<file path="config.mk">
export PLATFORM = sky130hd
export DESIGN_NAME = dwd_top
export DESIGN_NICKNAME = d
export VERILOG_FILES = /design/src/shared/dwd_pkg.sv /design/src/design/dwd_prescale.sv /design/src/design/dwd_top.sv
export SDC_FILE = /design/constraint.sdc
export NUM_CORES = 1
export LEC_CHECK = 0
export ABC_AREA = 1
export BUFFER_PORTS_ARGS = -buffer_cell sky130_fd_sc_hd__buf_2
export CAP_MARGIN = 25
export CELL_PAD_IN_SITES_DETAIL_PLACEMENT = 1
export CELL_PAD_IN_SITES_GLOBAL_PLACEMENT = 1
export CORE_MARGIN = 3
export CORE_UTILIZATION = 34
export CTS_BUF_LIST = sky130_fd_sc_hd__clkbuf_2 sky130_fd_sc_hd__clkbuf_4 sky130_fd_sc_hd__clkbuf_8
export DETAILED_ROUTE_END_ITERATION = 12
export PLACE_DENSITY_LB_ADDON = 0.1
export REMOVE_ABC_BUFFERS = 1
export SLEW_MARGIN = 0
export SYNTH_ARGS = -nofsm -noshare
export SYNTH_HDL_FRONTEND = slang
export SYNTH_SLANG_ARGS = --single-unit
</file>
<file path="constraint.sdc">
create_clock -name aclk -period 4.2 [get_ports aclk]
set_input_delay 0.42 -clock aclk [delete_from_list [all_inputs] [get_ports aclk]]
set_output_delay 0.42 -clock aclk [all_outputs]
set_load 0.005 [all_outputs]
</file>
<file path="src/shared/dwd_pkg.sv">
// Purpose: constants for the digital watchdog block
// Assumes: 100 MHz aclk, AXI4-Lite with 8-bit byte addresses
// Notes:   one package shared by the top design file and the bench
`default_nettype none
package dwd_pkg;
    // ----------------------------------------
    // register map
    // ----------------------------------------
    localparam logic [7:0] ADDR_WDR   = 8'hD8;
    localparam logic [7:0] ADDR_ISR   = 8'hE0;
    localparam logic [7:0] ADDR_IMR   = 8'hE4;
    localparam logic [7:0] ADDR_STAT  = 8'hE8;
    // ----------------------------------------
    // field layout and reset values
    // ----------------------------------------
    localparam int         BIT_ARM    = 0;
    localparam int         BIT_SRT    = 1;
    localparam int         CNT_W      = 7;
    localparam logic [7:0] WDR_RST    = 8'hFE;
    localparam logic [6:0] CNT_RST    = 7'h7F;
    localparam int         EV_TIMEOUT = 0;
    localparam int         EV_WRAP    = 1;
    localparam int         EV_STOP    = 2;
    localparam int         EV_W       = 3;
    // ----------------------------------------
    // timing counts
    // ----------------------------------------
    localparam int         PRE_DIV    = 12;
    localparam int         STEP_DIV   = 256;
    localparam int         RST_HOLD   = 2048;
    // ----------------------------------------
    // bus answers
    // ----------------------------------------
    localparam logic [1:0] RESP_OKAY  = 2'h0;
    localparam logic [1:0] RESP_SLV   = 2'h2;
endpackage
`default_nettype wire

</file>
<file path="src/design/dwd_prescale.sv">
// Purpose: divide aclk into a one-cycle tick every DIV cycles
// Assumes: run low freezes the phase, clr restarts it
// Notes:   tick is registered
`timescale 1ns/1ps
`default_nettype none
module dwd_prescale #(
    parameter int DIV = 12
) (
    // clock and reset
    input  wire logic aclk,
    input  wire logic aresetn,
    // control
    input  wire logic clr,
    input  wire logic run,
    // tick out
    output logic      tick
);
    localparam int W = $clog2(DIV);

    typedef struct packed {
        logic [W-1:0] cnt;
        logic         tick;
    } dwd_pre_state_t;

    dwd_pre_state_t s_q;
    dwd_pre_state_t s_d;

    initial begin
        if (DIV < 2) begin
            $error("dwd_prescale: DIV must be at least 2");
        end
    end

    always_comb begin
        s_d      = s_q;
        s_d.tick = 1'b0;
        if (clr) begin
            s_d.cnt = '0;
        end else if (run) begin
            if (s_q.cnt == W'(DIV - 1)) begin
                s_d.cnt  = '0;
                s_d.tick = 1'b1;
            end else begin
                s_d.cnt = s_q.cnt + W'(1);
            end
        end
    end

    always_ff @(posedge aclk) begin
        if (!aresetn) begin
            s_q <= '0;
        end else begin
            s_q <= s_d;
        end
    end

    assign tick = s_q.tick;
endmodule
`default_nettype wire

</file>
<file path="src/design/dwd_top.sv">
// Purpose: digital watchdog with reversed-bit count register on AXI4-Lite
// Assumes: stop_req, wake_irq, nmi_high synchronous to aclk
// Notes:   mcu_reset_q is the internal reset request to the rest of the chip
//
// How it works
// RL1 - downcounter decrements; count falling from 40h to 3Fh raises the internal reset
// RL2 - a write to the count register reloads and restarts the count
// RL3 - with software activation the watchdog idles until the arm bit is set
// RL4 - once armed it cannot be disarmed; only a reset clears it
// RL5 - stop while inactive enters true stop mode
// RL6 - hardware activation: always active, stop acts as wait, count runs
// RL7 - external stop control with nmi low: stop acts as wait
// RL8 - external stop control with nmi high: counter frozen, stop mode
// RL9 - a wake interrupt leaves stop and the count resumes
// RL10 - reset loads FEh: arm clear, six count bits and reset bit set
// RL11 - the reset bit falling from one to zero resets at once
// RL12 - register bit 7 holds count lsb, bit 2 its msb
// RL13 - reset fires when count bit 6 falls to zero
// RL14 - 64 periods from 3072 to 196608 clock cycles
// RL15 - the counter runs on the clock divided by twelve
// RL16 - hardware activation reads the arm bit as one, not writable
// RL17 - unarmed, the counter is a free 7-bit timer without reset
// RL18 - a watchdog reset holds like a pin reset, with stabilisation delay
// RL19 - a read returns live count in reversed bits plus arm bit
//
// The AXI4-Lite register port was left to the implementer.
`timescale 1ns/1ps
`default_nettype none
module dwd_top
    import dwd_pkg::*;
#(
    parameter int RST_HOLD_CYC = dwd_pkg::RST_HOLD
) (
    // clock and reset
    input  wire logic       aclk,
    input  wire logic       aresetn,
    // hardware options and core events
    input  wire logic       opt_hw_activate,
    input  wire logic       opt_ext_stop,
    input  wire logic       nmi_high,
    input  wire logic       stop_req,
    input  wire logic       wake_irq,
    // write address
    input  wire logic       awvalid,
    output logic            awready,
    input  wire logic [7:0] awaddr,
    // write data
    input  wire logic       wvalid,
    output logic            wready,
    input  wire logic [31:0] wdata,
    input  wire logic [3:0] wstrb,
    // write response
    output logic            bvalid,
    input  wire logic       bready,
    output logic [1:0]      bresp,
    // read address
    input  wire logic       arvalid,
    output logic            arready,
    input  wire logic [7:0] araddr,
    // read data
    output logic            rvalid,
    input  wire logic       rready,
    output logic [31:0]     rdata,
    output logic [1:0]      rresp,
    // outputs to the chip
    output logic            mcu_reset_q,
    output logic            stop_mode_q,
    output logic            wait_mode_q,
    output logic            irq
);
    import dwd_pkg::*;

    typedef struct packed {
        logic [6:0]  cnt;
        logic        arm;
        logic [7:0]  step;
        logic        stop;
        logic        waitm;
        logic        rst;
        logic [11:0] hold;
        logic [2:0]  isr;
        logic [2:0]  imr;
        logic        irq;
        logic        aw_got;
        logic [7:0]  awa;
        logic        w_got;
        logic [7:0]  wd;
        logic        wen;
        logic        awready;
        logic        wready;
        logic        bvalid;
        logic [1:0]  bresp;
        logic        arready;
        logic        rvalid;
        logic [31:0] rdata;
        logic [1:0]  rresp;
    } dwd_state_t;

    dwd_state_t s_q;
    dwd_state_t s_d;
    logic       tick;
    logic       act;
    logic       step_wrap;
    logic       wr_fire;
    logic       wr_wdr;
    logic [6:0] wdr_cnt;
    logic [7:0] wdr_view;

    initial begin
        if (RST_HOLD_CYC < 1 || RST_HOLD_CYC > 4096) begin
            $error("dwd_top: RST_HOLD_CYC must be 1 to 4096");
        end
    end

    // ----------------------------------------
    // divide by twelve
    // ----------------------------------------
    dwd_prescale #(
        .DIV     (PRE_DIV)
    ) u_pre (
        .aclk    (aclk),
        .aresetn (aresetn),
        .clr     (s_q.rst || wr_wdr),
        .run     (!s_q.stop),
        .tick    (tick)
    );

    // ----------------------------------------
    // helpers
    // ----------------------------------------
    always_comb begin
        act       = s_q.arm || opt_hw_activate;
        // a tick launched just before stop must not move a frozen count
        step_wrap = tick && !s_q.stop && (s_q.step == 8'(STEP_DIV - 1));
        wr_fire   = s_q.aw_got && s_q.w_got && !s_q.bvalid;
        wr_wdr    = wr_fire && s_q.wen && (s_q.awa == ADDR_WDR) && !s_q.rst;
        for (int i = 0; i < 6; i++) begin
            wdr_cnt[i]     = s_q.wd[7 - i]; // see RL12
            wdr_view[7 - i] = s_q.cnt[i];   // see RL19
        end
        wdr_cnt[6]       = s_q.wd[BIT_SRT];
        wdr_view[BIT_SRT] = s_q.cnt[6];
        wdr_view[BIT_ARM] = act;           // see RL16
    end

    // ----------------------------------------
    // next state
    // ----------------------------------------
    always_comb begin
        logic [2:0] ev;
        logic       act_n;
        ev   = '0;
        s_d  = s_q;
        act_n = 1'b0;

        // write channels
        if (s_q.awready && awvalid) begin
            s_d.aw_got  = 1'b1;
            s_d.awa     = awaddr;
            s_d.awready = 1'b0;
        end
        if (s_q.wready && wvalid) begin
            s_d.w_got  = 1'b1;
            s_d.wd     = wdata[7:0];
            s_d.wen    = wstrb[0];
            s_d.wready = 1'b0;
        end
        if (wr_fire) begin
            s_d.aw_got = 1'b0;
            s_d.w_got  = 1'b0;
            s_d.bvalid = 1'b1;
            s_d.bresp  = RESP_OKAY;
            case (s_q.awa)
                ADDR_WDR, ADDR_ISR, ADDR_STAT: begin
                end
                ADDR_IMR: begin
                    if (s_q.wen) begin
                        s_d.imr = s_q.wd[EV_W-1:0];
                    end
                end
                default: begin
                    s_d.bresp = RESP_SLV;
                end
            endcase
        end
        if (s_q.bvalid && bready) begin
            s_d.bvalid  = 1'b0;
            s_d.awready = 1'b1;
            s_d.wready  = 1'b1;
        end

        // read channels
        if (s_q.arready && arvalid) begin
            s_d.arready = 1'b0;
            s_d.rvalid  = 1'b1;
            s_d.rresp   = RESP_OKAY;
            s_d.rdata   = '0;
            case (araddr)
                ADDR_WDR: begin
                    s_d.rdata[7:0] = wdr_view;
                end
                ADDR_ISR: begin
                    s_d.rdata[EV_W-1:0] = s_q.isr;
                    s_d.isr             = '0;
                end
                ADDR_IMR: begin
                    s_d.rdata[EV_W-1:0] = s_q.imr;
                end
                ADDR_STAT: begin
                    s_d.rdata[3:0] = {s_q.stop, s_q.waitm, s_q.rst, act};
                end
                default: begin
                    s_d.rresp = RESP_SLV;
                end
            endcase
        end
        if (s_q.rvalid && rready) begin
            s_d.rvalid  = 1'b0;
            s_d.arready = 1'b1;
        end

        // watchdog core
        if (s_q.rst) begin
            // stabilisation hold, then release
            s_d.cnt   = CNT_RST; // see RL10
            s_d.arm   = 1'b0;
            s_d.step  = '0;
            s_d.stop  = 1'b0;
            s_d.waitm = 1'b0;
            if (s_q.hold == 12'h000) begin
                s_d.rst = 1'b0;
            end else begin
                s_d.hold = s_q.hold - 12'h001; // see RL18
            end
        end else begin
            if (tick && !s_q.stop) begin
                s_d.step = s_q.step + 8'h01; // see RL14, RL8
            end
            if (step_wrap) begin
                s_d.cnt = s_q.cnt - 7'h01; // see RL1, RL15, RL17
            end
            if (wr_wdr) begin
                s_d.cnt  = wdr_cnt;  // see RL2
                s_d.step = '0;
                s_d.arm  = s_q.arm || s_q.wd[BIT_ARM]; // see RL3, RL4
            end
            // leaving stop or wait
            if (wake_irq) begin
                s_d.stop  = 1'b0; // see RL9
                s_d.waitm = 1'b0;
            end
            if (stop_req && !s_q.stop && !s_q.waitm) begin
                if (!act) begin
                    s_d.stop = 1'b1; // see RL5
                    ev[EV_STOP] = 1'b1;
                end else if (opt_ext_stop && nmi_high) begin
                    s_d.stop = 1'b1; // see RL8
                    ev[EV_STOP] = 1'b1;
                end else begin
                    s_d.waitm = 1'b1; // see RL6, RL7
                end
            end
            act_n = s_d.arm || opt_hw_activate;
            if (s_q.cnt[6] && !s_d.cnt[6]) begin
                if (act_n) begin
                    s_d.rst  = 1'b1; // see RL11, RL13
                    s_d.hold = 12'(RST_HOLD_CYC - 1);
                    ev[EV_TIMEOUT] = 1'b1;
                end else begin
                    ev[EV_WRAP] = 1'b1;
                end
            end
        end

        // sticky events, set wins over read clear
        s_d.isr = s_d.isr | ev;
        s_d.irq = |(s_d.isr & s_d.imr);
    end

    always_ff @(posedge aclk) begin
        if (!aresetn) begin
            s_q         <= '0;
            s_q.cnt     <= CNT_RST;
            s_q.awready <= 1'b1;
            s_q.wready  <= 1'b1;
            s_q.arready <= 1'b1;
        end else begin
            s_q <= s_d;
        end
    end

    // ----------------------------------------
    // outputs
    // ----------------------------------------
    assign awready     = s_q.awready;
    assign wready      = s_q.wready;
    assign bvalid      = s_q.bvalid;
    assign bresp       = s_q.bresp;
    assign arready     = s_q.arready;
    assign rvalid      = s_q.rvalid;
    assign rdata       = s_q.rdata;
    assign rresp       = s_q.rresp;
    assign mcu_reset_q = s_q.rst;
    assign stop_mode_q = s_q.stop;
    assign wait_mode_q = s_q.waitm;
    assign irq         = s_q.irq;

    // ----------------------------------------
    // checks
    // ----------------------------------------
    logic [12:0] hold_len;

    always_ff @(posedge aclk) begin
        if (!aresetn || !s_q.rst) begin
            hold_len <= '0;
        end else begin
            hold_len <= hold_len + 13'h0001;
        end
    end
endmodule
`default_nettype wire

</file>
== Word-level counts from Yosys, hierarchy flattened ==
Cells that the tools add are included.

* Register bits: 79
* Output and inout port bits: 45
* Word-level logic and storage cells: 118

* Add/sub/neg operators: 4
* Equal/unequal tests: 11
* Multiplexer cells: 34
* Bitwise operators: 3
* Reduce and logical (&&, ||, !) cells: 40

{| class="wikitable"
|+ Operators by type and width
! cell !! number
|-
| $eq A8 B8 Y1 const B || 9
|-
| $mux W13 || 3
|-
| $mux W16 || 2
|-
| $mux W3 || 6
|-
| $logic_and A1 B1 Y1 || 16
|-
| $logic_not A12 Y1 || 1
|-
| $mux W12 || 1
|-
| $pmux W3 S4 || 1
|-
| $sub A12 B1 Y12 const B || 1
|-
| $mux W1 || 11
|-
| $mux W2 || 5
|-
| $reduce_or A2 Y1 || 5
|-
| $add A8 B1 Y8 const B || 1
|-
| $mux W4 || 2
|-
| $mux W8 || 1
|-
| $reduce_or A4 Y1 || 2
|-
| $mux W7 || 1
|-
| $sub A7 B1 Y7 const B || 1
|-
| $reduce_bool A3 Y1 || 2
|-
| $reduce_or A3 Y1 || 2
|-
| $logic_not A1 Y1 || 5
|-
| $add A4 B1 Y4 const B || 1
|-
| $eq A4 B4 Y1 const B || 1
|-
| $logic_or A1 B1 Y1 || 4
|-
| other kinds (7) || 8
|}

== Depth between registers and ports, before layout ==
Gate-level depths: netlist of the first run.

* Word-level depth: 14
* Mapped depth: 13
* Depth with buffers taken out: 13

== Hierarchy ==
From an unflattened synthesis of the first run, not the netlist that was laid out.

* Cells, all modules: 568
* Area total of the unflattened synthesis: 3942.5 µm²

{| class="wikitable"
|+ Modules (own cells, without submodules)
! module !! instances !! cells each !! area an instance (µm²)
|-
| dwd_top || 1 || 538 || 3726.1
|-
| dwd_prescale || 1 || 30 || 216.5
|}

== Least setup slack after synthesis of the first run ==
Ideal clock, no wire load.

* Path kind: reg2reg
* Start point: reg s_q[82] (netlist name)
* End point: reg s_q[76] (netlist name)
* Setup time: 0.126 ns
* Data arrival time: 1.455 ns
* Required time: 4.074 ns
* Slack: 2.619 ns
* Cell stages (with the launch flop): 12
* Buffers on the path: 1
* Clock period less this slack: 1.581 ns
* Cells stage by stage: dfxtp_1 > ha_1 > inv_1 > nor2_1 > nand3_1 > inv_2 > nand2_1 > nand3_1 > nand2_2 > nand3_4 > buf_6 > a31oi_2

* Word-level cells in the longest chain between the ends: 9

{| class="wikitable"
|+ Ends and longest elaborated chain
! item !! RTL line !! text
|-
| from (decl) || dwd_top.sv:99 || <nowiki>dwd_state_t s_q;</nowiki>
|-
| $eq A8 B8 Y1 || dwd_top.sv:134 || <nowiki>step_wrap = tick && !s_q.stop && (s_q.step == 8'(STEP_DIV - 1));</nowiki>
|-
| $logic_and A1 B1 Y1 || dwd_top.sv:134 ||
|-
| $mux W7 || dwd_top.sv:239 || <nowiki>if (step_wrap) begin</nowiki>
|-
| $mux W16 || dwd_top.sv:242 || <nowiki>if (wr_wdr) begin</nowiki>
|-
| $mux W16 || dwd_top.sv:223 || <nowiki>if (s_q.rst) begin</nowiki>
|-
| $logic_not A1 Y1 || dwd_top.sv:264 || <nowiki>if (s_q.cnt[6] && !s_d.cnt[6]) begin</nowiki>
|-
| $logic_and A1 B1 Y1 || dwd_top.sv:264 ||
|-
| $reduce_bool A2 Y1 (no line) || -- ||
|-
| $reduce_and A3 Y1 (no line) || -- ||
|}

No other way between the ends. The select of a mux whose other input is x is not followed.
A chain may end at the register's enable or synchronous reset.

== Final worst setup path of the first run ==
* Start point: reg s_q, in the netlist bvalid
* End point: reg s_q[78] (netlist name)

* Word-level cells in the longest chain between the ends: 11
* Elaborated cells between the ends (all ways): 13
* Classes of those cells: 2 x mux; 11 x reduce/logical

{| class="wikitable"
|+ Ends and longest elaborated chain
! item !! RTL line !! text
|-
| $logic_not A1 Y1 (*) || dwd_top.sv:135 || <nowiki>wr_fire = s_q.aw_got && s_q.w_got && !s_q.bvalid;</nowiki>
|-
| $logic_and A1 B1 Y1 (*) || dwd_top.sv:135 ||
|-
| $logic_and A1 B1 Y1 (*) (3 in a row) || dwd_top.sv:136 || <nowiki>wr_wdr = wr_fire && s_q.wen && (s_q.awa == ADDR_WDR) && !s_q.rst;</nowiki>
|-
| $mux W16 (*) || dwd_top.sv:242 ||
|-
| $mux W16 (*) || dwd_top.sv:223 ||
|-
| $logic_not A1 Y1 || dwd_top.sv:264 ||
|-
| $logic_and A1 B1 Y1 || dwd_top.sv:264 ||
|-
| $reduce_bool A2 Y1 (no line) || -- ||
|-
| $reduce_and A3 Y1 (no line) (*) || -- ||
|}

Mark *: on every way between the ends. The rest lies on a longest branch, timed or not. The select of a mux whose other input is x is not followed.

==> results.sh, run 1 <==
export IMPL_outcome="finished, final reports clean"
export IMPL_post_place_ws_ns=2.15
export IMPL_worstSetupPathType="register to register"
export IMPL_fin_tns_setup_ns=0
export IMPL_finalSetupViolCount=0
export IMPL_die_height_um=112
export IMPL_clkTransAtPathRegs_ns=0.08
export IMPL_diodes=0
export IMPL_mostFrequentLayoutCells="nand2_1 (87), dfxtp_1 (77), nor2_1 (76), buf_2 (55), inv_1 (47)"
export IMPL_final_cells=700
export IMPL_setup_ws_ns=2.17
export IMPL_cts_tree="built"
export IMPL_num_vias=3288
export IMPL_fp_row_count=37
export IMPL_holdCritPathClass="primary input to register"
export IMPL_grt_pass1_vias=3285
export IMPL_timing_final_crit_share=0.483
export IMPL_drc=0
export IMPL_coreArea_um2=10600
export IMPL_syn_area_um2=3780
export IMPL_cp_slowest_cell="dfxtp_1"
export IMPL_hold_viol=0
export IMPL_io_buffers=55
export IMPL_critPathBufInv=2
export IMPL_path_delay_family="simple AND/OR/NAND/NOR gates"
export IMPL_overflow=0
export IMPL_cp_data_arrival_time_ns=2.27
export IMPL_netlist_instances=514
export IMPL_totalWireLength_mm=9.13
export IMPL_critPathMaxStageDelay_ns=0.34
export IMPL_p_per_area_nw_per_um2=366
export IMPL_whs_ns=0.307
export IMPL_max_freq_ghz=0.493
export IMPL_area_delta_synth_final_pct=11.9
export IMPL_ys_warn_count=0
export IMPL_ff2ff_setup_slack_ns=2.17
export IMPL_ctsLongestPathBuffers=2
export IMPL_min_period_ns=2.03
export IMPL_insertion_delay_ns=0.35
export IMPL_clock_root_buffer="clkbuf_8"
export IMPL_dp_hpwl_mm=6.94
export IMPL_layout_commonest_cell="nand2_1"
export IMPL_place_inst=684
export IMPL_drt_iter0_drc=78
export IMPL_ant_nets=0
export IMPL_die_area_um2=12400
export IMPL_io_pins=109
export IMPL_r2r_cells=12
export IMPL_leakagePower_nw=1.90
export IMPL_place_congestion=0.761
export IMPL_setup_worst_path_start="bvalid"
export IMPL_antenna_found_initial=0
export IMPL_dr_pass1_iters=4
export IMPL_rsz0062_at_grt="false"
export IMPL_routed_via_density=4.70
export IMPL_start_util=0.359
export IMPL_skew_ns=0.00727
export IMPL_path_cells="inv_2 -> nand3_2 -> nor2_2 -> nand3_2 -> clkinv_2 -> nand2_1 -> nand2_2 -> nand3_4 -> nand2_1 -> nand2_1 -> nand2_1 -> nor2_1"
export IMPL_grtUsageTotal=0.149
export IMPL_cp_depth=12
export IMPL_cts_hold_buf=0
export IMPL_cts_sinks=77
export IMPL_num_nets_final=627
export IMPL_nFillCells=1362
export IMPL_grt_max_degree=29
export IMPL_avgSynthCellArea_um2=7.36
export IMPL_r2r_end="s_q[78]"
export IMPL_wl_per_cell_um=13.0
export IMPL_crit_path_end_kind="register"
export IMPL_crit_required_ns=4.44
export IMPL_cap_violations=0
export IMPL_cts_buffers=9
export IMPL_worstPathMaxFanout=15
export IMPL_dieWidth_um=112
export IMPL_peakVddDrop_v=0.000132
export IMPL_path_common_cell="nand2_1"
export IMPL_htree_levels=3
export IMPL_drive_gt1_frac=0.191
export IMPL_ys_types=44
export IMPL_post_cts_buffers=0
export IMPL_ys_seq_area_frac=0.407
export IMPL_crit_end="s_q[78]"
export IMPL_rr_startpoint="bvalid"
export IMPL_critPathLaunchType="register"
export IMPL_finalMaxSlewViolations=0
export IMPL_cts_resized=0
export IMPL_grt_first_pass_wirelength_mm=15.4
export IMPL_synth_seq_cells=77
==> registers in the layout, indices dropped and copies added (netlist names) <==
name,flops
arready,1
awready,1
bresp,1
bvalid,1
irq,1
mcu_reset_q,1
rdata,8
rresp,1
rvalid,1
s_q,53
stop_mode_q,1
u_pre.s_q,4
u_pre.tick,1
wait_mode_q,1
wready,1
==> layout make-up <==
class	count	area, um2	share of cell area
Inverter	56	211	0.0499
Clock inverter	4	70.1	0.0165
Clock buffer	12	159	0.0375
Multi-Input combinational cell	359	1800	0.425
Tap cell	136	170	0.0402
Timing Repair Buffer	56	283	0.0667
Sequential cell	77	1540	0.364
==> synth_stat cells, drive strengths merged <==
library cell   n  share of area
a211oi         5          0.011
a21boi         1         0.0020
a21oi         37          0.057
a22o           2         0.0046
a22oi          1         0.0020
a31o           1         0.0023
a31oi          3         0.0099
and2           2         0.0033
and3           1         0.0017
buf           42          0.081
clkbuf         5         0.0050
clkinv         2         0.0023
conb           1        0.00099
dfxtp         77           0.41
ha             4          0.013
inv           54          0.054
nand2         91          0.093
nand3         22          0.035
nand4         14          0.023
nor2          82          0.087
nor3           7         0.0093
o2111ai        3         0.0069
o211ai         2         0.0040
o21a           2         0.0040
o21ai         39          0.052
o221ai         1         0.0023
o22ai          2         0.0033
o41ai          1         0.0023
or2            2         0.0033
xnor2          2         0.0046
xor2           6          0.014
==> worst min path at each step <==
stage                     startpoint  endpoint  slack [ns]  depth (start not counted)
after floorplan              s_q[49]   s_q[49]        0.43                          2
after global placement       s_q[90]   s_q[90]        0.44                          2
after detailed placement     s_q[90]   s_q[90]        0.45                          2
after CTS                     rready   arready        0.30                          3
after global routing          rready   arready        0.32                          3
final                         rready   arready        0.31                          3
==> logic make-up after synthesis <==
group / Yosys count / share of synthesized area
other: 1 / 0.000991
AO/OA/AOI/OAI: 100 / 0.163
XOR/XNOR: 8 / 0.0185
adder cells (fa/ha/maj): 4 / 0.0132
AND/OR/NAND/NOR: 221 / 0.255
flip-flops: 77 / 0.407
buffers and inverters: 103 / 0.141
==> routing by layer <==
layer	part of all wire	up-vias	GRT usage
met3	0.050	10	0.0277
met1	0.49	1495	0.199
met5	0	-	0
li1	-	1708	-
met4	0.011	0	0.0535
met2	0.45	75	0.243
==> through the flow <==
stage	instance area [um2]	total power, mW	utilization
floorplan	3550	0.867	-
global placement	4010	0.920	0.380
detailed placement	4010	0.925	0.380
CTS	4240	1.57	0.401
global route	4240	1.63	0.401
finish	4240	1.55	0.401
==> worst min-delay path, delay by kind of cell <==
kind,cells,cell delay [ns]
buffers and inverters,1,0.08
AOI/OAI and AO/OA,1,0.07
and+or+nand+nor,1,0.06
==> where the power goes <==
group          internal (mW)  switching, mW  leakage, nW
logic                 0.0460         0.0796         1.15
clock network          0.372          0.272        0.120
registers              0.761         0.0194        0.629
total                   1.18          0.371         1.90
No activity file was read; power rests on OpenSTA's default activity.
==> run 2: changes to the inputs <==
==> constraint.sdc (replaced) <==
create_clock -name aclk -period 2 [get_ports aclk]
set_input_delay 0.2 -clock aclk [delete_from_list [all_inputs] [get_ports aclk]]
set_output_delay 0.2 -clock aclk [all_outputs]
set_load 0.005 [all_outputs]
==> run 2 against run 1 <==
  * Utilization grew 0.78 points
  * Via count grew 2.0%
  * Sequential power grew 110%
  * Largest power group unchanged
  * Highest routed layer unchanged
==> results.sh, run 2 (synthesized netlist as in run 1, its figures left out) <==
export IMPL_outcome="finished, final reports clean"
export IMPL_cts_sinks=77
export IMPL_layout_commonest_cell="nand2_1"
export IMPL_die_area_um2=12400
export IMPL_nFillCells=1371
export IMPL_crit_path_end_kind="register"
export IMPL_grtUsageTotal=0.158
export IMPL_max_freq_ghz=0.562
export IMPL_worstSetupPathType="register to register"
export IMPL_finalSetupViolCount=0
export IMPL_grt_pass1_vias=3437
export IMPL_dp_hpwl_mm=7.39
export IMPL_leakagePower_nw=1.94
export IMPL_finalMaxSlewViolations=0
export IMPL_crit_required_ns=2.28
export IMPL_worstPathMaxFanout=9
export IMPL_dieWidth_um=112
export IMPL_holdCritPathClass="primary input to register"
export IMPL_cts_tree="built"
export IMPL_hold_viol=0
export IMPL_grt_busiest_layer="met2"
export IMPL_num_vias=3355
export IMPL_final_util=0.409
export IMPL_clkTransAtPathRegs_ns=0.08
export IMPL_use_met1=0.216
export IMPL_htree_levels=3
export IMPL_io_buffers=55
export IMPL_final_cells=711
export IMPL_fp_row_count=37
export IMPL_regMostFlops="s_q"
export IMPL_place_congestion=0.773
export IMPL_largest_reg_flops=53
export IMPL_start_util=0.359
export IMPL_die_height_um=112
export IMPL_area_delta_synth_final_pct=14.1
export IMPL_diodes=0
export IMPL_totalWireLength_mm=9.45
export IMPL_grt_util_met3=0.0266
export IMPL_peakVddDrop_v=0.000251
export IMPL_mostFrequentLayoutCells="nand2_1 (86), dfxtp_1 (77), nor2_1 (76), buf_2 (55), inv_1 (47)"
export IMPL_grt_first_pass_wirelength_mm=16.3
export IMPL_wl_per_cell_um=13.3
export IMPL_coreArea_um2=10600
export IMPL_antenna_found_initial=0
export IMPL_routed_via_density=4.72
export IMPL_drc=0
export IMPL_ant_nets=0
export IMPL_skew_ns=0.00689
export IMPL_use_met2=0.250
export IMPL_cap_violations=0
export IMPL_drive_gt1_frac=0.210
export IMPL_timing_final_crit_share=0.889
export IMPL_critPathLaunchType="register"
export IMPL_insertion_delay_ns=0.35
export IMPL_cts_buffers=9
export IMPL_drt_iter0_drc=127
export IMPL_overflow=0
export IMPL_fin_tns_setup_ns=0
export IMPL_setup_ws_ns=0.221
export IMPL_clock_root_buffer="clkbuf_8"
export IMPL_p_per_area_nw_per_um2=720
export IMPL_min_period_ns=1.78
export IMPL_dr_pass1_iters=4
export IMPL_post_place_ws_ns=0.200
export IMPL_grt_max_degree=28
export IMPL_ctsLongestPathBuffers=2
export IMPL_cp_data_arrival_time_ns=2.06
export IMPL_io_pins=109
export IMPL_num_nets_final=639
export IMPL_rsz0062_at_grt="false"
export IMPL_place_inst=696
==> run 2: cell count changes in the layout (fill, tap and decap cells not counted), sizes merged <==
cell,previous run,this run
buf,56,68
bufinv,2,1
clkbuf,12,11
clkinvlp,0,1
==> run 2: routing by layer <==
layer | up-vias | routed length, um | share of wire
met5 | - | 0 | 0
met1 | 1543 | 4640 | 0.49
met4 | 0 | 158 | 0.017
met3 | 11 | 349 | 0.037
met2 | 71 | 4300 | 0.46
li1 | 1730 | - | -
==> run 2: worst max-delay path: stages (launching register included) <==
cell and delay [ns]:
dfxtp_1 0.37, ha_2 0.22, inv_1 0.04, nor2_1 0.13, nand3_1 0.16, nand2_1 0.10
nand3_1 0.10, nand2_2 0.11, nand3_4 0.15, buf_12 0.19, a21oi_1 0.13
==> run 2: metrics by stage <==
| stage | cell area, um2 | hold WS [ns] | total power, mW |
|---|---|---|---|
| after floorplan | 3550 | 0.304 | 1.82 |
| after global placement | 4110 | 0.429 | 1.94 |
| after detailed placement | 4110 | 0.444 | 1.96 |
| after CTS | 4310 | 0.0848 | 3.17 |
| after global routing | 4320 | 0.112 | 3.27 |
| final | 4320 | 0.0882 | 3.11 |
==> run 2: final timing paths <==
path | startpoint | end | slack (ns) | depth (start not counted)
max | s_q[82] | s_q[72] | 0.22 | 10
min | rready | arready | 0.09 | 3
max reg2reg | s_q[82] | s_q[72] | 0.22 | 10
min reg2reg | s_q[90] | s_q[90] | 0.46 | 2
==> run 2: repair_timing <==
action,in CTS,in global routing
hold buffers,0,0
resized for setup,0,3
buffers inserted,0,0
endpoints found under the setup margin,0,4
==> run 2: layout make-up <==
class / count / area (um2) / share of cell area
sequential: 77 / 1540 / 0.357
clock inverter: 4 / 47.5 / 0.0110
timing repair buffer: 68 / 385 / 0.0892
clock buffer: 11 / 151 / 0.0351
tap: 136 / 170 / 0.0394
inverter: 56 / 211 / 0.0490
multi-input combinational: 359 / 1810 / 0.419
==> run 2: power by group <==
| part | internal [mW] | leakage, nW | switching [mW] |
|---|---|---|---|
| clock network | 0.634 | 0.101 | 0.564 |
| logic | 0.104 | 1.21 | 0.169 |
| registers | 1.60 | 0.629 | 0.0417 |
==> run 3: changes to the inputs <==
--- a/config.mk
+++ b/config.mk
@@ -11,7 +11,7 @@
 export CELL_PAD_IN_SITES_DETAIL_PLACEMENT = 1
 export CELL_PAD_IN_SITES_GLOBAL_PLACEMENT = 1
 export CORE_MARGIN = 3
-export CORE_UTILIZATION = 34
+export CORE_UTILIZATION = 38
 export CTS_BUF_LIST = sky130_fd_sc_hd__clkbuf_2 sky130_fd_sc_hd__clkbuf_4 sky130_fd_sc_hd__clkbuf_8
 export DETAILED_ROUTE_END_ITERATION = 12
 export PLACE_DENSITY_LB_ADDON = 0.1
==> run 3 against run 2 <==
  * Sequential power about the same
  * Worst setup slack got worse by 0.036 ns
  * Final cell count fell by 0.42%
  * Die area decreased by 10%
  * Register-to-register slack lost 0.04 ns
  * Sequential share of layout area shrank 0.21 points
  * Non-clock buffer count rose by 3
  * Utilization grew 5.0 points
  * Maximum frequency fell by 2.0%
  * Critical path type unchanged
  * Highest routed layer unchanged
==> results.sh, run 3 (synthesized netlist as in run 1, its figures left out) <==
export IMPL_outcome="finished, final reports clean"
export IMPL_peakVddDrop_v=0.000268
export IMPL_nFillCells=1250
export IMPL_max_freq_ghz=0.551
export IMPL_cts_buffers=9
export IMPL_dr_pass1_iters=4
export IMPL_totalWireLength_mm=9.52
export IMPL_diodes=0
export IMPL_worstPathMaxFanout=6
export IMPL_path_common_cell="nand2_1"
export IMPL_critPathBufInv=2
export IMPL_setup_ws_ns=0.185
export IMPL_ctsLongestPathBuffers=2
export IMPL_skew_ns=0.0122
export IMPL_finalMaxSlewViolations=0
export IMPL_die_area_um2=11200
export IMPL_mostFrequentLayoutCells="nand2_1 (87), dfxtp_1 (77), nor2_1 (75), buf_2 (55), inv_1 (47)"
export IMPL_ff2ff_setup_slack_ns=0.18
export IMPL_fp_row_count=35
export IMPL_crit_required_ns=2.27
export IMPL_grtUsageTotal=0.175
export IMPL_cp_slowest_cell="dfxtp_1"
export IMPL_ant_nets=0
export IMPL_crit_path_end_kind="register"
export IMPL_overflow=0
export IMPL_antenna_found_initial=0
export IMPL_grt_max_degree=28
export IMPL_place_congestion=0.786
export IMPL_coreArea_um2=9460
export IMPL_grt_first_pass_wirelength_mm=15.9
export IMPL_cap_violations=0
export IMPL_drc=0
export IMPL_num_nets_final=642
export IMPL_grt_pass1_vias=3360
export IMPL_final_util=0.459
export IMPL_path_cells="inv_1 -> ha_1 -> nand2_1 -> nor2_1 -> nand3_1 -> nand2_2 -> inv_2 -> nand2_1 -> or2_2 -> a31oi_2"
export IMPL_whs_path_depth=3
export IMPL_critPathLaunchType="register"
export IMPL_crit_end="s_q[69]"
export IMPL_finalSetupViolCount=0
export IMPL_io_buffers=55
export IMPL_routed_via_density=4.79
export IMPL_insertion_delay_ns=0.35
export IMPL_cp_data_arrival_time_ns=2.09
export IMPL_cts_tree="built"
export IMPL_post_place_ws_ns=0.173
export IMPL_cts_hold_buf=0
export IMPL_dp_hpwl_mm=7.26
export IMPL_leakagePower_nw=1.96
export IMPL_start_util=0.400
export IMPL_total_power_mw=3.13
export IMPL_largest_reg_flops=53
export IMPL_die_height_um=106
export IMPL_clkTransAtPathRegs_ns=0.08
export IMPL_worstSetupPathType="register to register"
export IMPL_holdCritPathClass="primary input to register"
export IMPL_dieWidth_um=106
export IMPL_layout_commonest_cell="nand2_1"
export IMPL_critPathMaxStageDelay_ns=0.36
export IMPL_drive_gt1_frac=0.218
export IMPL_clock_root_buffer="clkbuf_8"
export IMPL_min_period_ns=1.82
export IMPL_path_delay_family="simple AND/OR/NAND/NOR gates"
export IMPL_timing_final_crit_share=0.908
export IMPL_num_vias=3388
export IMPL_area_delta_synth_final_pct=14.8
export IMPL_setup_worst_path_start="s_q[67]"
export IMPL_whs_ns=0.0771
export IMPL_regMostFlops="s_q"
export IMPL_cts_sinks=77
export IMPL_p_per_area_nw_per_um2=721
export IMPL_rr_startpoint="s_q[67]"
export IMPL_r2r_cells=10
export IMPL_cp_depth=10
export IMPL_r2r_end="s_q[69]"
export IMPL_hold_viol=0
export IMPL_wl_per_cell_um=13.4
export IMPL_htree_levels=3
export IMPL_drt_iter0_drc=79
export IMPL_io_pins=109
## run 3: timing repair
action | CTS | global route
buffers inserted | 0 | 4
setup endpoints to repair | 0 | 2
gates resized for setup | 0 | 4
## run 3: per-stage QoR
step	cell area, um2	TNS, ns	cells
after global routing	4340	-0.0307	708
after detailed placement	4090	0	688
after global placement	4090	0	688
after floorplan	3550	0	492
final	4340	0	708
after CTS	4300	0	704
## run 3: report_power, final
part           leakage (nW)  switching (mW)  internal (mW)  total [mW]
logic                  1.22           0.170          0.104       0.274
registers             0.629          0.0415           1.60        1.64
clock network         0.103           0.593          0.627        1.22
total                  1.96           0.804           2.33        3.13
## run 3: worst min path at each step
stage              start      end
5_1_grt        awaddr[5]  s_q[56]
6_report          rready  arready
2_1_floorplan    aresetn  s_q[77]
3_5_place_dp      rready  arready
3_3_place_gp      rready  arready
4_1_cts           rready  arready
## run 3: per-layer routing
| layer | GRT usage | vias to the layer above | wire length [um] |
|---|---|---|---|
| met5 | 0 | - | 0 |
| met4 | 0.0444 | 0 | 81 |
| met3 | 0.0459 | 6 | 427 |
| met2 | 0.291 | 76 | 4530 |
| met1 | 0.225 | 1555 | 4480 |
| li1 | - | 1751 | - |
## run 3: layout make-up
class                   instances  area (um2)  share of cell area
clock buffers                  11         145              0.0334
clock inverters                 5        60.1              0.0138
inverters                      56         211              0.0487
multi-input cells             359        1820               0.418
flip-flops and latches         77        1540               0.355
well taps                     129         161              0.0372
repair buffers                 71         408              0.0939
## run 3: worst register-to-register path, cell delays in order, from the launching register on
cell     delay [ns]
dfxtp_1        0.36
inv_1          0.09
ha_1           0.22
nand2_1        0.14
nor2_1         0.09
nand3_1        0.08
nand2_2        0.12
inv_2          0.13
nand2_1        0.07
or2_2          0.28
a31oi_2        0.16
